==> src/include/pfb_consts.vh <==
// Constants for the parameterised FIFO buffer block and its register map
// Notes on behaviour
// Fill-level outputs take their width from the fill-count width setting.
// Depth is at least four words and equals two to the fill-count width.
// Normal read mode moves a new word out only on a read request.
// Lookahead mode shows the first word unasked; a read request advances it.
// With the write guard on, writes to a full buffer are ignored.
// With the read guard on, reads from an empty buffer are ignored.
// Extra fill bit widens both fill levels so full reports its true count. Here it acts only in the dual-clock variant and is ignored in single-clock.
// Cross-side pointer state passes through configured synchroniser stage counts.
// Related-clocks flag defaults false; only locked integer-multiple clocks may set it.
// Optional clear synchronisation to the write clock removes clear/write race.
// Optional clear synchronisation to the read clock removes clear/read race.
// Output register option adds one pipeline stage to the read word.
// Near-full is high when stored count is at or above its threshold.
// Near-empty is high when stored count is below its threshold.
// Variant setting selects single-clock or independent dual-clock operation.
// Write-side ports follow the write clock, read-side ports the read clock.
// Writer never requests while full or while the clear is released.
// Writer judges by write-side full, reader by read-side empty.
// Pointers cross between the clock sides in Gray code.
// Clear empties the buffer, zeroes pointers and fills, drops full flags.
`ifndef PFB_CONSTS_VH
`define PFB_CONSTS_VH

// ----------------------------------------------------------------
// Storage geometry
// ----------------------------------------------------------------
`define PFB_DW          8
`define PFB_AW          4
`define PFB_DEPTH       16
`define PFB_SYNC_W2R    3
`define PFB_SYNC_R2W    3
`define PFB_SYNC_SHORT  2

// ----------------------------------------------------------------
// Register map (byte addresses)
// ----------------------------------------------------------------
`define PFB_ADDR_W      4
`define PFB_OFS_CTRL    4'h0
`define PFB_OFS_THRESH  4'h4
`define PFB_OFS_STATUS  4'h8
`define PFB_OFS_FILL    4'hC

// ----------------------------------------------------------------
// Control fields
// ----------------------------------------------------------------
`define PFB_CTRL_DUAL    0
`define PFB_CTRL_LOOK    1
`define PFB_CTRL_WGUARD  2
`define PFB_CTRL_RGUARD  3
`define PFB_CTRL_EXTRA   4
`define PFB_CTRL_CSYNCW  5
`define PFB_CTRL_CSYNCR  6
`define PFB_CTRL_OREG    7
`define PFB_CTRL_RELATED 8
`define PFB_CTRL_MASK    32'h0000_01FF
`define PFB_CTRL_RST     32'h0000_000C
`define PFB_THR_MASK     32'h0000_1F1F
`define PFB_THR_RST      32'h0000_020E
`define PFB_RESP_OKAY    2'h0
`define PFB_RESP_SLVERR  2'h2

`endif

==> src/hdl/pfb_fifo_top.v <==
// Parameterised FIFO buffer with AXI4-Lite control and status registers
//
// Chosen here: the AXI4-Lite slave port and the placing of the registers.
`timescale 1ns/1ps
`include "pfb_consts.vh"
module pfb_fifo_top (
    input  wire                   aclk,
    input  wire                   aresetn,
    input  wire [`PFB_ADDR_W-1:0] s_axi_awaddr,
    input  wire                   s_axi_awvalid,
    output wire                   s_axi_awready,
    input  wire [31:0]            s_axi_wdata,
    input  wire [3:0]             s_axi_wstrb,
    input  wire                   s_axi_wvalid,
    output wire                   s_axi_wready,
    output reg  [1:0]             s_axi_bresp,
    output reg                    s_axi_bvalid,
    input  wire                   s_axi_bready,
    input  wire [`PFB_ADDR_W-1:0] s_axi_araddr,
    input  wire                   s_axi_arvalid,
    output wire                   s_axi_arready,
    output reg  [31:0]            s_axi_rdata,
    output reg  [1:0]             s_axi_rresp,
    output reg                    s_axi_rvalid,
    input  wire                   s_axi_rready,
    input  wire                   fifo_clr,
    input  wire                   wr_clk_pin,
    input  wire                   wr_req,
    input  wire [`PFB_DW-1:0]     wr_data,
    output wire                   wr_full,
    output wire                   wr_empty,
    output wire [`PFB_AW:0]       wr_fill,
    input  wire                   rd_clk_pin,
    input  wire                   rd_req,
    output wire [`PFB_DW-1:0]     rd_data,
    output wire                   rd_full,
    output wire                   rd_empty,
    output wire [`PFB_AW:0]       rd_fill,
    output wire                   near_full,
    output wire                   near_empty
);
    localparam AW = `PFB_AW;
    localparam DW = `PFB_DW;

    reg  [31:0]   ctrl_q;
    reg  [31:0]   thr_q;
    reg  [DW-1:0] mem [0:`PFB_DEPTH-1];
    reg  [AW:0]   wptr_q;
    reg  [AW:0]   wgray_q;
    reg  [AW:0]   rptr_q;
    reg  [AW:0]   rgray_q;
    reg  [DW-1:0] out_q;
    reg  [DW-1:0] oreg_q;
    reg           wclr_q;
    reg           rclr_q;
    reg           aw_hold_q;
    reg           w_hold_q;
    reg  [`PFB_ADDR_W-1:0] awaddr_q;
    reg  [31:0]   wdata_q;
    reg  [3:0]    wstrb_q;
    wire          wck_s;
    wire          wck_d;
    wire          rck_s;
    wire          rck_d;
    wire [DW:0]   wbus_s;
    wire          rreq_s;
    wire          clr_s;
    wire [AW:0]   wgray_at_r;
    wire [AW:0]   rgray_at_w;
    wire [31:0]   strb_m;
    wire [31:0]   status_w;
    wire [31:0]   fill_w;

    // ------------------------------------------------------------
    // Control fields
    // ------------------------------------------------------------
    wire dual    = ctrl_q[`PFB_CTRL_DUAL];
    wire look    = ctrl_q[`PFB_CTRL_LOOK];
    wire wguard  = ctrl_q[`PFB_CTRL_WGUARD];
    wire rguard  = ctrl_q[`PFB_CTRL_RGUARD];
    wire extra   = ctrl_q[`PFB_CTRL_EXTRA] & dual;
    wire csyncw  = ctrl_q[`PFB_CTRL_CSYNCW];
    wire csyncr  = ctrl_q[`PFB_CTRL_CSYNCR];
    wire oreg_en = ctrl_q[`PFB_CTRL_OREG];
    wire related = ctrl_q[`PFB_CTRL_RELATED] & dual;
    wire [AW:0] nf_thr = thr_q[AW:0];
    wire [AW:0] ne_thr = thr_q[8+AW:8];

    // Gray to binary for pointers arriving from the other side
    function [AW:0] g2b;
        input [AW:0] g;
        integer k;
        begin
            g2b[AW] = g[AW];
            for (k = AW - 1; k >= 0; k = k - 1)
                g2b[k] = g2b[k+1] ^ g[k];
        end
    endfunction

    // ------------------------------------------------------------
    // Pin capture
    // ------------------------------------------------------------
    // Both side clocks are pins; their rises become one-cycle ticks
    pfb_pin_sync #(.W(1)) u_wck (
        .aclk    (aclk),
        .aresetn (aresetn),
        .d       (wr_clk_pin),
        .q       (wck_s),
        .q_dly   (wck_d)
    );

    pfb_pin_sync #(.W(1)) u_rck (
        .aclk    (aclk),
        .aresetn (aresetn),
        .d       (rd_clk_pin),
        .q       (rck_s),
        .q_dly   (rck_d)
    );

    // Request and data are taken from the delayed stage so they match
    // the level seen just before the clock pin rose
    pfb_pin_sync #(.W(DW+1)) u_wbus (
        .aclk    (aclk),
        .aresetn (aresetn),
        .d       ({wr_req, wr_data}),
        .q       (),
        .q_dly   (wbus_s)
    );

    pfb_pin_sync #(.W(1)) u_rreq (
        .aclk    (aclk),
        .aresetn (aresetn),
        .d       (rd_req),
        .q       (),
        .q_dly   (rreq_s)
    );

    pfb_pin_sync #(.W(1)) u_clr (
        .aclk    (aclk),
        .aresetn (aresetn),
        .d       (fifo_clr),
        .q       (clr_s),
        .q_dly   ()
    );

    wire wr_tick = wck_s & ~wck_d;
    // Single-clock variant runs the read side from the write clock
    wire rd_tick = dual ? (rck_s & ~rck_d) : wr_tick;

    // ------------------------------------------------------------
    // Clear handling
    // ------------------------------------------------------------
    // Clear asserts at once; when synchronised it releases only on
    // a side's own clock edge, so no request races the release
    always @(posedge aclk)
    begin
        if (!aresetn)
        begin
            wclr_q <= 1'b0;
            rclr_q <= 1'b0;
        end
        else
        begin
            if (clr_s)
                wclr_q <= 1'b1;
            else if (wr_tick)
                wclr_q <= 1'b0;
            if (clr_s)
                rclr_q <= 1'b1;
            else if (rd_tick)
                rclr_q <= 1'b0;
        end
    end

    wire wr_clr = clr_s | (csyncw & wclr_q);
    wire rd_clr = clr_s | (csyncr & rclr_q);

    // ------------------------------------------------------------
    // Pointer crossing
    // ------------------------------------------------------------
    pfb_ptr_sync #(.W(AW+1), .STAGES(`PFB_SYNC_W2R)) u_w2r (
        .aclk      (aclk),
        .aresetn   (aresetn),
        .en        (rd_tick),
        .clr       (rd_clr),
        .short_sel (related),
        .d         (wgray_q),
        .q         (wgray_at_r)
    );

    pfb_ptr_sync #(.W(AW+1), .STAGES(`PFB_SYNC_R2W)) u_r2w (
        .aclk      (aclk),
        .aresetn   (aresetn),
        .en        (wr_tick),
        .clr       (wr_clr),
        .short_sel (related),
        .d         (rgray_q),
        .q         (rgray_at_w)
    );

    // One clock needs no crossing; dual clocks use the Gray copies
    wire [AW:0] rptr_at_w = dual ? g2b(rgray_at_w) : rptr_q;
    wire [AW:0] wptr_at_r = dual ? g2b(wgray_at_r) : wptr_q;

    // ------------------------------------------------------------
    // Counts and flags
    // ------------------------------------------------------------
    // Depth is a power of two, so the count top bit marks full
    wire [AW:0] wcnt = wptr_q - rptr_at_w;
    wire [AW:0] rcnt = wptr_at_r - rptr_q;

    assign wr_full    = wcnt[AW];
    assign wr_empty   = (wcnt == {(AW+1){1'b0}});
    assign rd_full    = rcnt[AW];
    assign rd_empty   = (rcnt == {(AW+1){1'b0}});
    // Without the extra bit a full buffer wraps to zero
    assign wr_fill    = extra ? wcnt : {1'b0, wcnt[AW-1:0]};
    assign rd_fill    = extra ? rcnt : {1'b0, rcnt[AW-1:0]};
    assign near_full  = (wcnt >= nf_thr);
    assign near_empty = (rcnt < ne_thr);

    // ------------------------------------------------------------
    // Write side
    // ------------------------------------------------------------
    // Unguarded writes to a full buffer overwrite unread words
    wire wr_do = wr_tick & wbus_s[DW] & ~wr_clr & ~(wguard & wr_full);
    wire [AW:0] wptr_n = wptr_q + 1'b1;

    always @(posedge aclk)
    begin
        if (wr_do)
            mem[wptr_q[AW-1:0]] <= wbus_s[DW-1:0];
    end

    always @(posedge aclk)
    begin
        if (!aresetn || wr_clr)
        begin
            wptr_q  <= {(AW+1){1'b0}};
            wgray_q <= {(AW+1){1'b0}};
        end
        else if (wr_do)
        begin
            wptr_q  <= wptr_n;
            wgray_q <= wptr_n ^ (wptr_n >> 1);
        end
    end

    // ------------------------------------------------------------
    // Read side
    // ------------------------------------------------------------
    // Unguarded reads from empty advance past valid data
    wire rd_do = rd_tick & rreq_s & ~rd_clr & ~(rguard & rd_empty);
    wire [AW:0] rptr_n = rptr_q + 1'b1;
    wire [AW:0] rptr_nx = rd_do ? rptr_n : rptr_q;

    always @(posedge aclk)
    begin
        if (!aresetn || rd_clr)
        begin
            rptr_q  <= {(AW+1){1'b0}};
            rgray_q <= {(AW+1){1'b0}};
        end
        else if (rd_do)
        begin
            rptr_q  <= rptr_n;
            rgray_q <= rptr_n ^ (rptr_n >> 1);
        end
    end

    // Lookahead keeps the head word on show; normal mode loads on read
    always @(posedge aclk)
    begin
        if (!aresetn || rd_clr)
            out_q <= {DW{1'b0}};
        else if (look)
            out_q <= mem[rptr_nx[AW-1:0]];
        else if (rd_do)
            out_q <= mem[rptr_q[AW-1:0]];
    end

    // Optional extra stage on the read clock trades latency for speed
    always @(posedge aclk)
    begin
        if (!aresetn || rd_clr)
            oreg_q <= {DW{1'b0}};
        else if (rd_tick)
            oreg_q <= out_q;
    end

    assign rd_data = oreg_en ? oreg_q : out_q;

    // ------------------------------------------------------------
    // AXI4-Lite write channel
    // ------------------------------------------------------------
    assign s_axi_awready = ~aw_hold_q & ~s_axi_bvalid;
    assign s_axi_wready  = ~w_hold_q & ~s_axi_bvalid;
    assign strb_m = {{8{wstrb_q[3]}}, {8{wstrb_q[2]}}, {8{wstrb_q[1]}}, {8{wstrb_q[0]}}};

    // Address and data may arrive in either order; answer after both
    always @(posedge aclk)
    begin
        if (!aresetn)
        begin
            aw_hold_q    <= 1'b0;
            w_hold_q     <= 1'b0;
            awaddr_q     <= {`PFB_ADDR_W{1'b0}};
            wdata_q      <= 32'h0000_0000;
            wstrb_q      <= 4'h0;
            s_axi_bvalid <= 1'b0;
            s_axi_bresp  <= `PFB_RESP_OKAY;
            ctrl_q       <= `PFB_CTRL_RST;
            thr_q        <= `PFB_THR_RST;
        end
        else
        begin
            if (s_axi_awvalid && s_axi_awready)
            begin
                aw_hold_q <= 1'b1;
                awaddr_q  <= s_axi_awaddr;
            end
            if (s_axi_wvalid && s_axi_wready)
            begin
                w_hold_q <= 1'b1;
                wdata_q  <= s_axi_wdata;
                wstrb_q  <= s_axi_wstrb;
            end
            if (aw_hold_q && w_hold_q)
            begin
                aw_hold_q    <= 1'b0;
                w_hold_q     <= 1'b0;
                s_axi_bvalid <= 1'b1;
                s_axi_bresp  <= `PFB_RESP_OKAY;
                if (awaddr_q == `PFB_OFS_CTRL)
                    ctrl_q <= ((ctrl_q & ~strb_m) | (wdata_q & strb_m)) & `PFB_CTRL_MASK;
                else if (awaddr_q == `PFB_OFS_THRESH)
                    thr_q <= ((thr_q & ~strb_m) | (wdata_q & strb_m)) & `PFB_THR_MASK;
                else if (awaddr_q != `PFB_OFS_STATUS && awaddr_q != `PFB_OFS_FILL)
                    s_axi_bresp <= `PFB_RESP_SLVERR;
            end
            else if (s_axi_bvalid && s_axi_bready)
                s_axi_bvalid <= 1'b0;
        end
    end

    // ------------------------------------------------------------
    // AXI4-Lite read channel
    // ------------------------------------------------------------
    assign s_axi_arready = ~s_axi_rvalid;
    assign status_w = {26'h000_0000, near_empty, near_full, rd_empty, rd_full, wr_empty, wr_full};
    assign fill_w   = {19'h0_0000, rd_fill, 3'h0, wr_fill};

    always @(posedge aclk)
    begin
        if (!aresetn)
        begin
            s_axi_rvalid <= 1'b0;
            s_axi_rdata  <= 32'h0000_0000;
            s_axi_rresp  <= `PFB_RESP_OKAY;
        end
        else if (s_axi_arvalid && s_axi_arready)
        begin
            s_axi_rvalid <= 1'b1;
            s_axi_rresp  <= `PFB_RESP_OKAY;
            if (s_axi_araddr == `PFB_OFS_CTRL)
                s_axi_rdata <= ctrl_q;
            else if (s_axi_araddr == `PFB_OFS_THRESH)
                s_axi_rdata <= thr_q;
            else if (s_axi_araddr == `PFB_OFS_STATUS)
                s_axi_rdata <= status_w;
            else if (s_axi_araddr == `PFB_OFS_FILL)
                s_axi_rdata <= fill_w;
            else
            begin
                s_axi_rdata <= 32'h0000_0000;
                s_axi_rresp <= `PFB_RESP_SLVERR;
            end
        end
        else if (s_axi_rvalid && s_axi_rready)
            s_axi_rvalid <= 1'b0;
    end
endmodule // pfb_fifo_top

==> src/hdl/pfb_pin_sync.v <==
// Two-flop pin synchroniser with one extra delayed stage
`timescale 1ns/1ps
module pfb_pin_sync #(
    parameter W = 1
) (
    input  wire         aclk,
    input  wire         aresetn,
    input  wire [W-1:0] d,
    output wire [W-1:0] q,
    output wire [W-1:0] q_dly
);
    reg [W-1:0] s1_q;
    reg [W-1:0] s2_q;
    reg [W-1:0] s3_q;

    // ------------------------------------------------------------
    // Capture chain
    // ------------------------------------------------------------
    // Stage three holds the value sampled just before a pin rise
    always @(posedge aclk)
    begin
        if (!aresetn)
        begin
            s1_q <= {W{1'b0}};
            s2_q <= {W{1'b0}};
            s3_q <= {W{1'b0}};
        end
        else
        begin
            s1_q <= d;
            s2_q <= s1_q;
            s3_q <= s2_q;
        end
    end

    assign q     = s2_q;
    assign q_dly = s3_q;
endmodule // pfb_pin_sync

==> src/hdl/pfb_ptr_sync.v <==
// Gray pointer synchroniser stepped by the destination side tick
`timescale 1ns/1ps
`include "pfb_consts.vh"
module pfb_ptr_sync #(
    parameter W      = 5,
    parameter STAGES = 3
) (
    input  wire         aclk,
    input  wire         aresetn,
    input  wire         en,
    input  wire         clr,
    input  wire         short_sel,
    input  wire [W-1:0] d,
    output wire [W-1:0] q
);
    reg [W-1:0] stage_q [0:STAGES-1];
    genvar      i;

    // ------------------------------------------------------------
    // Stage chain
    // ------------------------------------------------------------
    // Stages step on destination ticks, as a real crossing would
    generate
        for (i = 0; i < STAGES; i = i + 1)
        begin : g_stage
            always @(posedge aclk)
            begin
                if (!aresetn || clr)
                    stage_q[i] <= {W{1'b0}};
                else if (en)
                    stage_q[i] <= (i == 0) ? d : stage_q[(i == 0) ? 0 : i - 1];
            end
        end
    endgenerate

    // Related clocks take the shorter tap
    assign q = short_sel ? stage_q[`PFB_SYNC_SHORT-1] : stage_q[STAGES-1];
endmodule // pfb_ptr_sync

==> config.mk <==
export PLATFORM = sky130hd
export DESIGN_NAME = pfb_fifo_top
export DESIGN_NICKNAME = d
export VERILOG_FILES = /design/src/hdl/pfb_fifo_top.v /design/src/hdl/pfb_pin_sync.v /design/src/hdl/pfb_ptr_sync.v
export VERILOG_INCLUDE_DIRS = /design/src /design/src/include
export SDC_FILE = /design/constraint.sdc
export NUM_CORES = 1
export LEC_CHECK = 0
export BUFFER_PORTS_ARGS = -buffer_cell sky130_fd_sc_hd__buf_2
export CORE_UTILIZATION = 45
export DETAILED_ROUTE_END_ITERATION = 6
export HOLD_SLACK_MARGIN = 0.08
export PLACE_DENSITY_LB_ADDON = 0.05
export SYNTH_ARGS = -nofsm -noshare
export SYNTH_HDL_FRONTEND = slang
export SYNTH_SLANG_ARGS = --single-unit
==> constraint.sdc <==
create_clock -name aclk -period 13.1 [get_ports aclk]
set_input_delay 0.655 -clock aclk [delete_from_list [all_inputs] [get_ports aclk]]
set_output_delay 0.655 -clock aclk [all_outputs]
set_load 0.01 [all_outputs]
Word-level counts from Yosys, hierarchy flattened --
Memory sizes are Yosys's and may differ from the RTL's. A register that Yosys moved wholly into a read port is not among the register bits. Cells that the tools add are included.
Word-level totals: output and inout port bits 65, bits of input ports 64, bits in writable memories 158, memories 3, logic and storage cells 173, flip-flop bits (word level) 154
Memories:
- mem | words 16, bits a word 8, rd ports 2, clocked after Yosys merged registers in 1, wr ports 1, line pfb_fifo_top.v:47 | reg [DW-1:0] mem [0:`PFB_DEPTH-1];
- u_r2w.stage_q | words 3, bits a word 5, rd ports 3, clocked after Yosys merged registers in 0, wr ports 3, line pfb_ptr_sync.v:16 | reg [W-1:0] stage_q [0:STAGES-1];
- u_w2r.stage_q | words 3, bits a word 5, rd ports 3, clocked after Yosys merged registers in 0, wr ports 3, line pfb_ptr_sync.v:16
Cells by class: bitwise logic cells 52, equality and inequality tests 6, reductions and logical operators 22, add/subtract/negate cells 4, order comparisons 2, multiplexer cells 49
Operators by type and width (number):
- $mux W5 | 12
- $mux W13 | 4
- $and A13 B13 Y13 | 2
- $mux W8 | 3
- $mux W1 | 21
- $and A1 B1 Y1 | 16
- $mux W2 | 7
- $not A13 Y13 | 1
- $or A13 B13 Y13 | 1
- $not A1 Y1 | 12
- $add A5 B1 Y5 const B | 2
- $logic_not A5 Y1 | 2
- $reduce_bool A2 Y1 | 5
- $sub A5 B5 Y5 | 2
- $xor A5 B4 Y5 | 2
- $and A9 B9 Y9 | 1
- $or A9 B9 Y9 | 1
- $eq A4 B3 Y1 const B | 2
- $eq A4 B4 Y1 const B | 2
- $logic_not A4 Y1 | 2
- $mux W4 | 2
- $ne A4 B4 Y1 const B | 2
- $or A1 B1 Y1 | 8
- $xor A1 B1 Y1 | 8
- 8 further kinds | 15

Depth between registers and ports, before layout --
Gate-level depths: netlist of run 1. An unclocked memory read counts as a cell.
depth in word-level cells 15, depth in mapped cells 22, mapped depth without buffers 21

Hierarchy --
From an unflattened synthesis of run 1, not the netlist that was laid out.
Second synthesis, totals: cell total of the unflattened synthesis 1370, area, all modules 15123.3 µm²
Modules (own cells, without submodules):
- pfb_fifo_top | cells each 1212, instances 1, area an instance 12660.9 µm²
- pfb_ptr_sync | cells each 39, instances 2, area an instance 694.4 µm²
- pfb_pin_sync at u_wbus | cells each 56, instances 1, area an instance 758.2 µm²
- pfb_pin_sync at u_clr ... | cells each 6, instances 4, area an instance 78.8 µm²

Worst setup path after synthesis of run 1 --
Ideal clock, no wire load.
kind reg-to-reg, start register with a tool-made name, end memory mem[0][0] (netlist bit) (enable), arrival time 4.218 ns, setup time 0.383 ns, data required time 12.717 ns, buffers on the path 2, setup slack 8.499 ns, stages on the path, launching flop included 20, clock period less this slack 4.601 ns, path through dfxtp_1 -> buf_2 -> nand2_1 -> o21ai_0 -> xor2_1 -> xor2_1 -> nand2_1 -> nand3_1 -> o21ai_0 -> o21bai_1 -> ha_1 -> fa_1 -> inv_1 -> a21o_1 -> a21oi_1 -> xnor2_1 -> a21oi_1 -> clkbuf_1 -> nand2_1 -> nor3_1
RTL lines (line):
- end, declared | pfb_fifo_top.v:47

==> results of run 1 <==
[synth_stat cells (3+ instances only)]
| master | count |
|---|---|
| nor4_1 | 5 |
| nand3_1 | 17 |
| edfxtp_1 | 158 |
| nor3_1 | 6 |
| inv_1 | 25 |
| xnor2_1 | 30 |
| o221ai_1 | 6 |
| a21boi_0 | 21 |
| a22o_1 | 6 |
| and2_1 | 59 |
| nor2b_1 | 25 |
| mux2_2 | 24 |
| a221oi_1 | 6 |
| buf_4 | 23 |
| o21a_1 | 4 |
| buf_2 | 7 |
| nand4b_1 | 3 |
| o211ai_1 | 11 |
| buf_6 | 3 |
| mux4_2 | 37 |
| a21o_1 | 8 |
| a21oi_1 | 45 |
| o21ai_0 | 20 |
| nand4_1 | 6 |
| dfxtp_1 | 131 |
| a31oi_1 | 3 |
| mux2i_1 | 95 |
| a211oi_1 | 6 |
| o22ai_1 | 10 |
| xor2_1 | 8 |
| nor2_1 | 59 |
| nand2_1 | 117 |
| and3_1 | 20 |
| a22oi_1 | 14 |
| ha_1 | 22 |
| buf_1 | 4 |
| nand2b_1 | 10 |
| nor3b_1 | 4 |
| clkbuf_1 | 45 |
[logic make-up (layout without fill, tap and decap cells)]
kind of cell             after synthesis  count (layout)
AND/OR/NAND/NOR                      341             341
other                                  1              21
flip-flops                           289             289
AO/OA/AOI/OAI                        175             175
multiplexers                         156             156
buffers and inverters                113             183
XOR/XNOR                              39              39
adder cells (fa/ha/maj)               24              24
[routing by layer]
| metal | global-route usage (%) | share of wire (%) | wire [um] | up-vias |
|---|---|---|---|---|
| li1 | - | - | - | 4239 |
| met1 | 30.6 | 47 | 15400 | 4249 |
| met2 | 33.1 | 44 | 14300 | 246 |
| met3 | 4.37 | 6.5 | 2100 | 50 |
| met4 | 5.58 | 2.0 | 652 | 0 |
| met5 | 0 | 0 | 0 | - |
[final timing paths]
| path | depth (start not counted) | endpoint | start |
|---|---|---|---|
| min | 2 | u_clr.s1_q | fifo_clr |
| max reg2reg | 17 | out_q[3] | flop |
| min reg2reg | 1 | u_rreq.q | u_rreq.s1_q |
| max | 17 | out_q[3] | flop |
[power by group through the flow]
stage | sequential, mW | combinational [mW] | clock (mW)
after floorplan | 0.997 | 0.0497 | 0
after global routing | 0.983 | 0.0738 | 0.900
final | 0.981 | 0.0656 | 0.844
after CTS | 0.981 | 0.0666 | 0.865
after global placement | 1.00 | 0.0660 | 0
after detailed placement | 1.00 | 0.0663 | 0
[cell type report]
cell class / instances / area share [%]
clock buffer: 48 / 6.00
inverter: 28 / 0.693
sequential: 289 / 48.6
tap: 390 / 3.22
timing repair buffer: 98 / 3.43
multi-input combinational: 756 / 37.6
clock inverter: 9 / 0.487
[registers in the layout (all words and copies together), names as in the netlist, 5 cells and up, named ones only]
signal / count
mem: 128
u_wbus.q: 9
oreg_q: 8
wptr_q: 5
u_wbus.q_dly: 9
wdata_q: 13
u_wbus.s1_q: 9
u_w2r.stage_q: 15
rptr_q: 5
u_r2w.stage_q: 15
out_q: 8
s_axi_rdata: 13
[critical path: stages (launching register included)]
cell	delay, ns
dfxtp_1	0.62
nand2_1	0.35
o21ai_0	0.61
xnor2_1	0.20
xnor2_1	0.17
nor2_1	0.09
a21oi_1	0.07
ha_1	0.25
fa_1	0.43
xnor2_1	0.25
nor3_2	0.17
or4b_4	0.51
a211oi_2	0.65
o211ai_1	0.40
nand2_1	0.67
a22oi_1	0.20
and3_1	0.23
a311o_1	0.30
[through the flow]
step	setup WS, ns	area (sq um)	hold slack (ns)	cells
after CTS	6.83	15200	0.272	1618
after detailed placement	6.86	14200	0.417	1561
final	6.77	15200	0.294	1618
after global routing	6.40	15200	0.278	1618
after global placement	6.78	14200	0.414	1561
after floorplan	8.50	13600	0.412	1158
==> flow_metrics.tcl, run 1 <==
set metrics [dict create \
    grtUsageTotal_pct 21.4 \
    die_h_um 176 \
    crit_required_ns 13.54 \
    rsz0062_at_grt "false" \
    htree_levels 1 \
    portBuffers 86 \
    seq_power_share_pct 51.9 \
    cts_root_buffer "clkbuf_16" \
    cts_hold_buf 0 \
    clockBufferDepth 3 \
    seq_area_sq_um 7370 \
    cts_resized 0 \
    wl_um 32500 \
    mostFrequentLayoutCells "edfxtp_1 (158), dfxtp_1 (129), nand2_1 (117)" \
    drt_iter0_drc 615 \
    regToRegSetupSlack_ns 6.77 \
    tns_ns 0 \
    violations "design-rule violations" \
    worstPathArrival_ns 6.77 \
    fp.coreArea_sq_um 29600 \
    worst_pin_slew_ns 1.16 \
    die_x_um 176 \
    fmax_ghz 0.158 \
    skew_ns 0.0116 \
    hpwlAfterDp_um 21900 \
    worstPathMaxFanout 13 \
    overflow 0 \
    num_vias 8784 \
    synth_top_area_share_pct 35.0 \
    async_flop_share_pct 0 \
    clkTransAtPathRegs_ns 0.06 \
    ys.flop_type "edfxtp_1" \
    synth_cell_types 67 \
    finalHoldViolations 0 \
    drtPass1Iterations 7 \
    synth_edf_count 158 \
    crit_type "flop to flop" \
    dieArea_sq_um 30800 \
    avgSynthCellArea_sq_um 11.9 \
    clock_sinks 289 \
    sw_frac_of_total_pct 21.2 \
    final_nets 1292 \
    io_pins 129 \
    maxCapViolations 0 \
    slew_viol_final 0 \
    power.density_nw_per_um2 125 \
    fillCellCount 2699 \
    period_needed_ns 6.33 \
    final_common_cell "edfxtp_1" \
    drive_gt1_share_pct 17.5 \
    grt_pass1_wl_um 49900 \
    synth_warnings 0 \
    p_leak_nw 6.17 \
    gp_congestion 0.794 \
    cts_setup_buffers 0 \
    synth-xor-area-share_pct 2.62 \
    relSlewSlack_pct 22.1 \
    outcome "complete, but fails checks" \
    start_util_pct 45.7 \
    finalPower_mw 1.89 \
    p_switching_mw 0.401 \
    synth.mux.area_fraction_pct 15.2 \
    internal-power_mw 1.49 \
    via_per_inst 5.43 \
    cts_made_buffers 31 \
    synth_area_sq_um 13600 \
    synth_compound_area_share_pct 8.70 \
    postRouteAntennaNets 0 \
    drc 1 \
    synth_top_family_by_area "multiplexers" \
    synthTopCellsByArea "edfxtp_1 (35%), dfxtp_1 (19%), mux2i_1 (7.0%)" \
    synthAdderAreaFrac_pct 2.33 \
    synth_top_area_cell "edfxtp_1" \
    syn_to_final_growth_pct 11.9 \
    start_kind "flop" \
    endpoint_kind "flop" \
    fin_crit_sh_pct 48.3 \
    diodes 0 \
    wl_per_cell_um 20.1 \
    synth-seq-cells 289 \
    synthSimpleGateAreaFrac_pct 12.5 \
    synth_cells 1138 \
    grt_max_degree 102 \
    hp-class "input port to flop" \
    insertion_delay_ns 0.57 \
    utilization_pct 51.2 \
    placement_rows 63 \
    vdd_drop_max_uv 105 \
    cts_tree "yes" \
    setup_violations 0 \
    antenna_found_initial 0 \
    clkPwrFrac_pct 44.7 \
    yosysSeqAreaShare_pct 54.4 \
    pwr-share-comb_pct 3.5 \
    multiInputGateArea_sq_um 5700 \
    grt_pass1_vias 8465 \
]
No activity file was read; power rests on OpenSTA's default activity.
==> inputs of run 2 (changes only) <==
==> constraint.sdc (replaced) <==
create_clock -name aclk -period 5.4 [get_ports aclk]
set_input_delay 0.27 -clock aclk [delete_from_list [all_inputs] [get_ports aclk]]
set_output_delay 0.27 -clock aclk [all_outputs]
set_load 0.01 [all_outputs]
==> run 2 against run 1 <==
The flow now finishes without violations. Via count is 2.4% higher. Sequential power is 140% higher. Cell count is 4.0% higher. Hold slack lost 0.15 ns. Register-to-register slack worse by 6.4 ns. Critical path type unchanged. Largest power group unchanged. Highest routed layer unchanged.
==> flow_metrics.tcl, run 2 (same netlist as run 1, synthesis figures left out) <==
set metrics [dict create \
    p_leak_nw 6.52 \
    worstHoldStart "s_axi_araddr[2]" \
    fp.coreArea_sq_um 29600 \
    endpoint_kind "flop" \
    placed_cell_area_sq_um 14400 \
    pwr-share-comb_pct 3.8 \
    die_h_um 176 \
    grt_pass1_wl_um 50400 \
    overflow 0 \
    worst_pin_slew_ns 1.17 \
    fillCellCount 2592 \
    worstPathArrival_ns 5.45 \
    io_pins 129 \
    tns_ns 0 \
    grt_pass1_vias 8590 \
    fin_cells 1683 \
    drc 0 \
    reg2regPathDepth 20 \
    placement_rows 63 \
    multiInputGateArea_sq_um 5700 \
    internal-power_mw 3.77 \
    diodes 0 \
    fin_area_sq_um 15900 \
    cp_common_cell "nand2_1" \
    clockBufferDepth 3 \
    die_x_um 176 \
    maxCapViolations 0 \
    power.density_nw_per_um2 299 \
    antenna_found_initial 1 \
    drt_iter0_drc 728 \
    largest_reg_flops 128 \
    cp_num_buf_inv 3 \
    postRouteAntennaNets 0 \
    period_needed_ns 5.03 \
    sw_frac_of_total_pct 20.6 \
    final_nets 1357 \
    skew_ns 0.00954 \
    seq_power_share_pct 50.1 \
    clkTransAtPathRegs_ns 0.06 \
    slew_viol_final 0 \
    critPathMaxStageDelay_ns 0.57 \
    finalHoldViolations 0 \
    final_common_cell "edfxtp_1" \
    cts_tree "yes" \
    worstPathMaxFanout 21 \
    vdd_drop_max_uv 245 \
    mostFrequentLayoutCells "edfxtp_1 (158), dfxtp_1 (129), nand2_1 (117)" \
    fin_crit_sh_pct 93.1 \
    worstHoldPathCells 3 \
    clkPwrFrac_pct 46.1 \
    cts_root_buffer "clkbuf_16" \
    drtPass1Iterations 5 \
    grt_max_degree 98 \
    crit_slowest_cell "fa_1" \
    critPathTopFamily "simple AND/OR/NAND/NOR gates" \
    gp_congestion 0.840 \
    crit_required_ns 5.82 \
    htree_levels 1 \
    placedCellCount 1590 \
    grtUsageTotal_pct 21.3 \
    num_vias 8991 \
    cts_setup_buffers 0 \
    insertion_delay_ns 0.55 \
    start_kind "flop" \
    wl_per_cell_um 19.3 \
    start_util_pct 45.7 \
    clock_sinks 289 \
    cp_cell_sequence "nand2_1 > nand2_1 > o21ai_1 > xnor2_1 > xnor2_1 > nor2_1 > a21oi_1 > ha_1 > fa_1 > inv_1 > nor3_2 > or4b_4 > a41o_1 > a311oi_4 > clkbuf_16 > buf_4 > mux2i_1 > a22oi_1 > nand2_1 > o211ai_1" \
    fmax_ghz 0.199 \
    rsz0062_at_grt "false" \
    hp-class "input port to flop" \
    outcome "finished, final reports clean" \
    syn_to_final_growth_pct 17.0 \
    wl_um 32500 \
    hpwlAfterDp_um 22600 \
    via_per_inst 5.34 \
    drive_gt1_share_pct 19.1 \
    cts_made_buffers 31 \
    path_depth 20 \
    p_switching_mw 0.980 \
    setup_violations 0 \
    portBuffers 86 \
    relSlewSlack_pct 21.5 \
    seq_area_sq_um 7370 \
    dieArea_sq_um 30800 \
    crit_type "flop to flop" \
]
==> run 2: tightest hold or removal path, delay by kind of cell <==
family                 cells  cell delay (ns)
and+or+nand+nor            1             0.11
AOI/OAI and AO/OA          1             0.07
buffers and inverters      1             0.19
==> run 2: power groups by stage <==
stage	Clock, mW	Sequential (mW)	Combinational (mW)
2_1_floorplan	0	2.42	0.121
3_3_place_gp	0	2.43	0.162
3_5_place_dp	0	2.43	0.162
4_1_cts	2.23	2.38	0.182
5_1_grt	2.33	2.38	0.202
6_report	2.19	2.38	0.181
==> run 2: path summary, 6_finish.rpt <==
path | end | slack [ns]
max reg2reg | out_q[1] | 0.37
max | out_q[1] | 0.37
min reg2reg | u_wbus.q_dly[3] | 0.43
min | s_axi_rdata[9] | 0.14
==> run 2: stage by stage <==
| stage | hold WS, ns | util (%) | total power [mW] | setup WS, ns |
|---|---|---|---|---|
| after floorplan | 0.397 | - | 2.54 | 0.799 |
| after global routing | 0.158 | 53.5 | 4.92 | 0.0164 |
| final | 0.144 | 53.5 | 4.75 | 0.370 |
| after global placement | 0.414 | 48.6 | 2.59 | 0.474 |
| after CTS | 0.122 | 53.4 | 4.80 | 0.318 |
| after detailed placement | 0.417 | 48.6 | 2.59 | 0.391 |
==> run 2: area by class of cell <==
type	instances	share of cell area [%]
tap	390	3.08
clock inverter	10	0.623
inverter	28	0.663
sequential	289	46.5
multi-input combinational	756	35.9
clock buffer	47	6.18
timing repair buffer	163	7.05
==> run 2: layer usage <==
| metal | track usage, % | vias to the layer above | share of wire [%] |
|---|---|---|---|
| met5 | 0 | - | 0 |
| met3 | 3.98 | 34 | 6.7 |
| li1 | - | 4378 | - |
| met4 | 4.42 | 0 | 1.4 |
| met2 | 31.7 | 272 | 43 |
| met1 | 32.3 | 4307 | 49 |
==> run 2: what timing repair did <==
action,CTS,global route
hold endpoints to repair,34,0
hold buffers,35,0
setup endpoints to repair,0,3
resized for setup,0,3
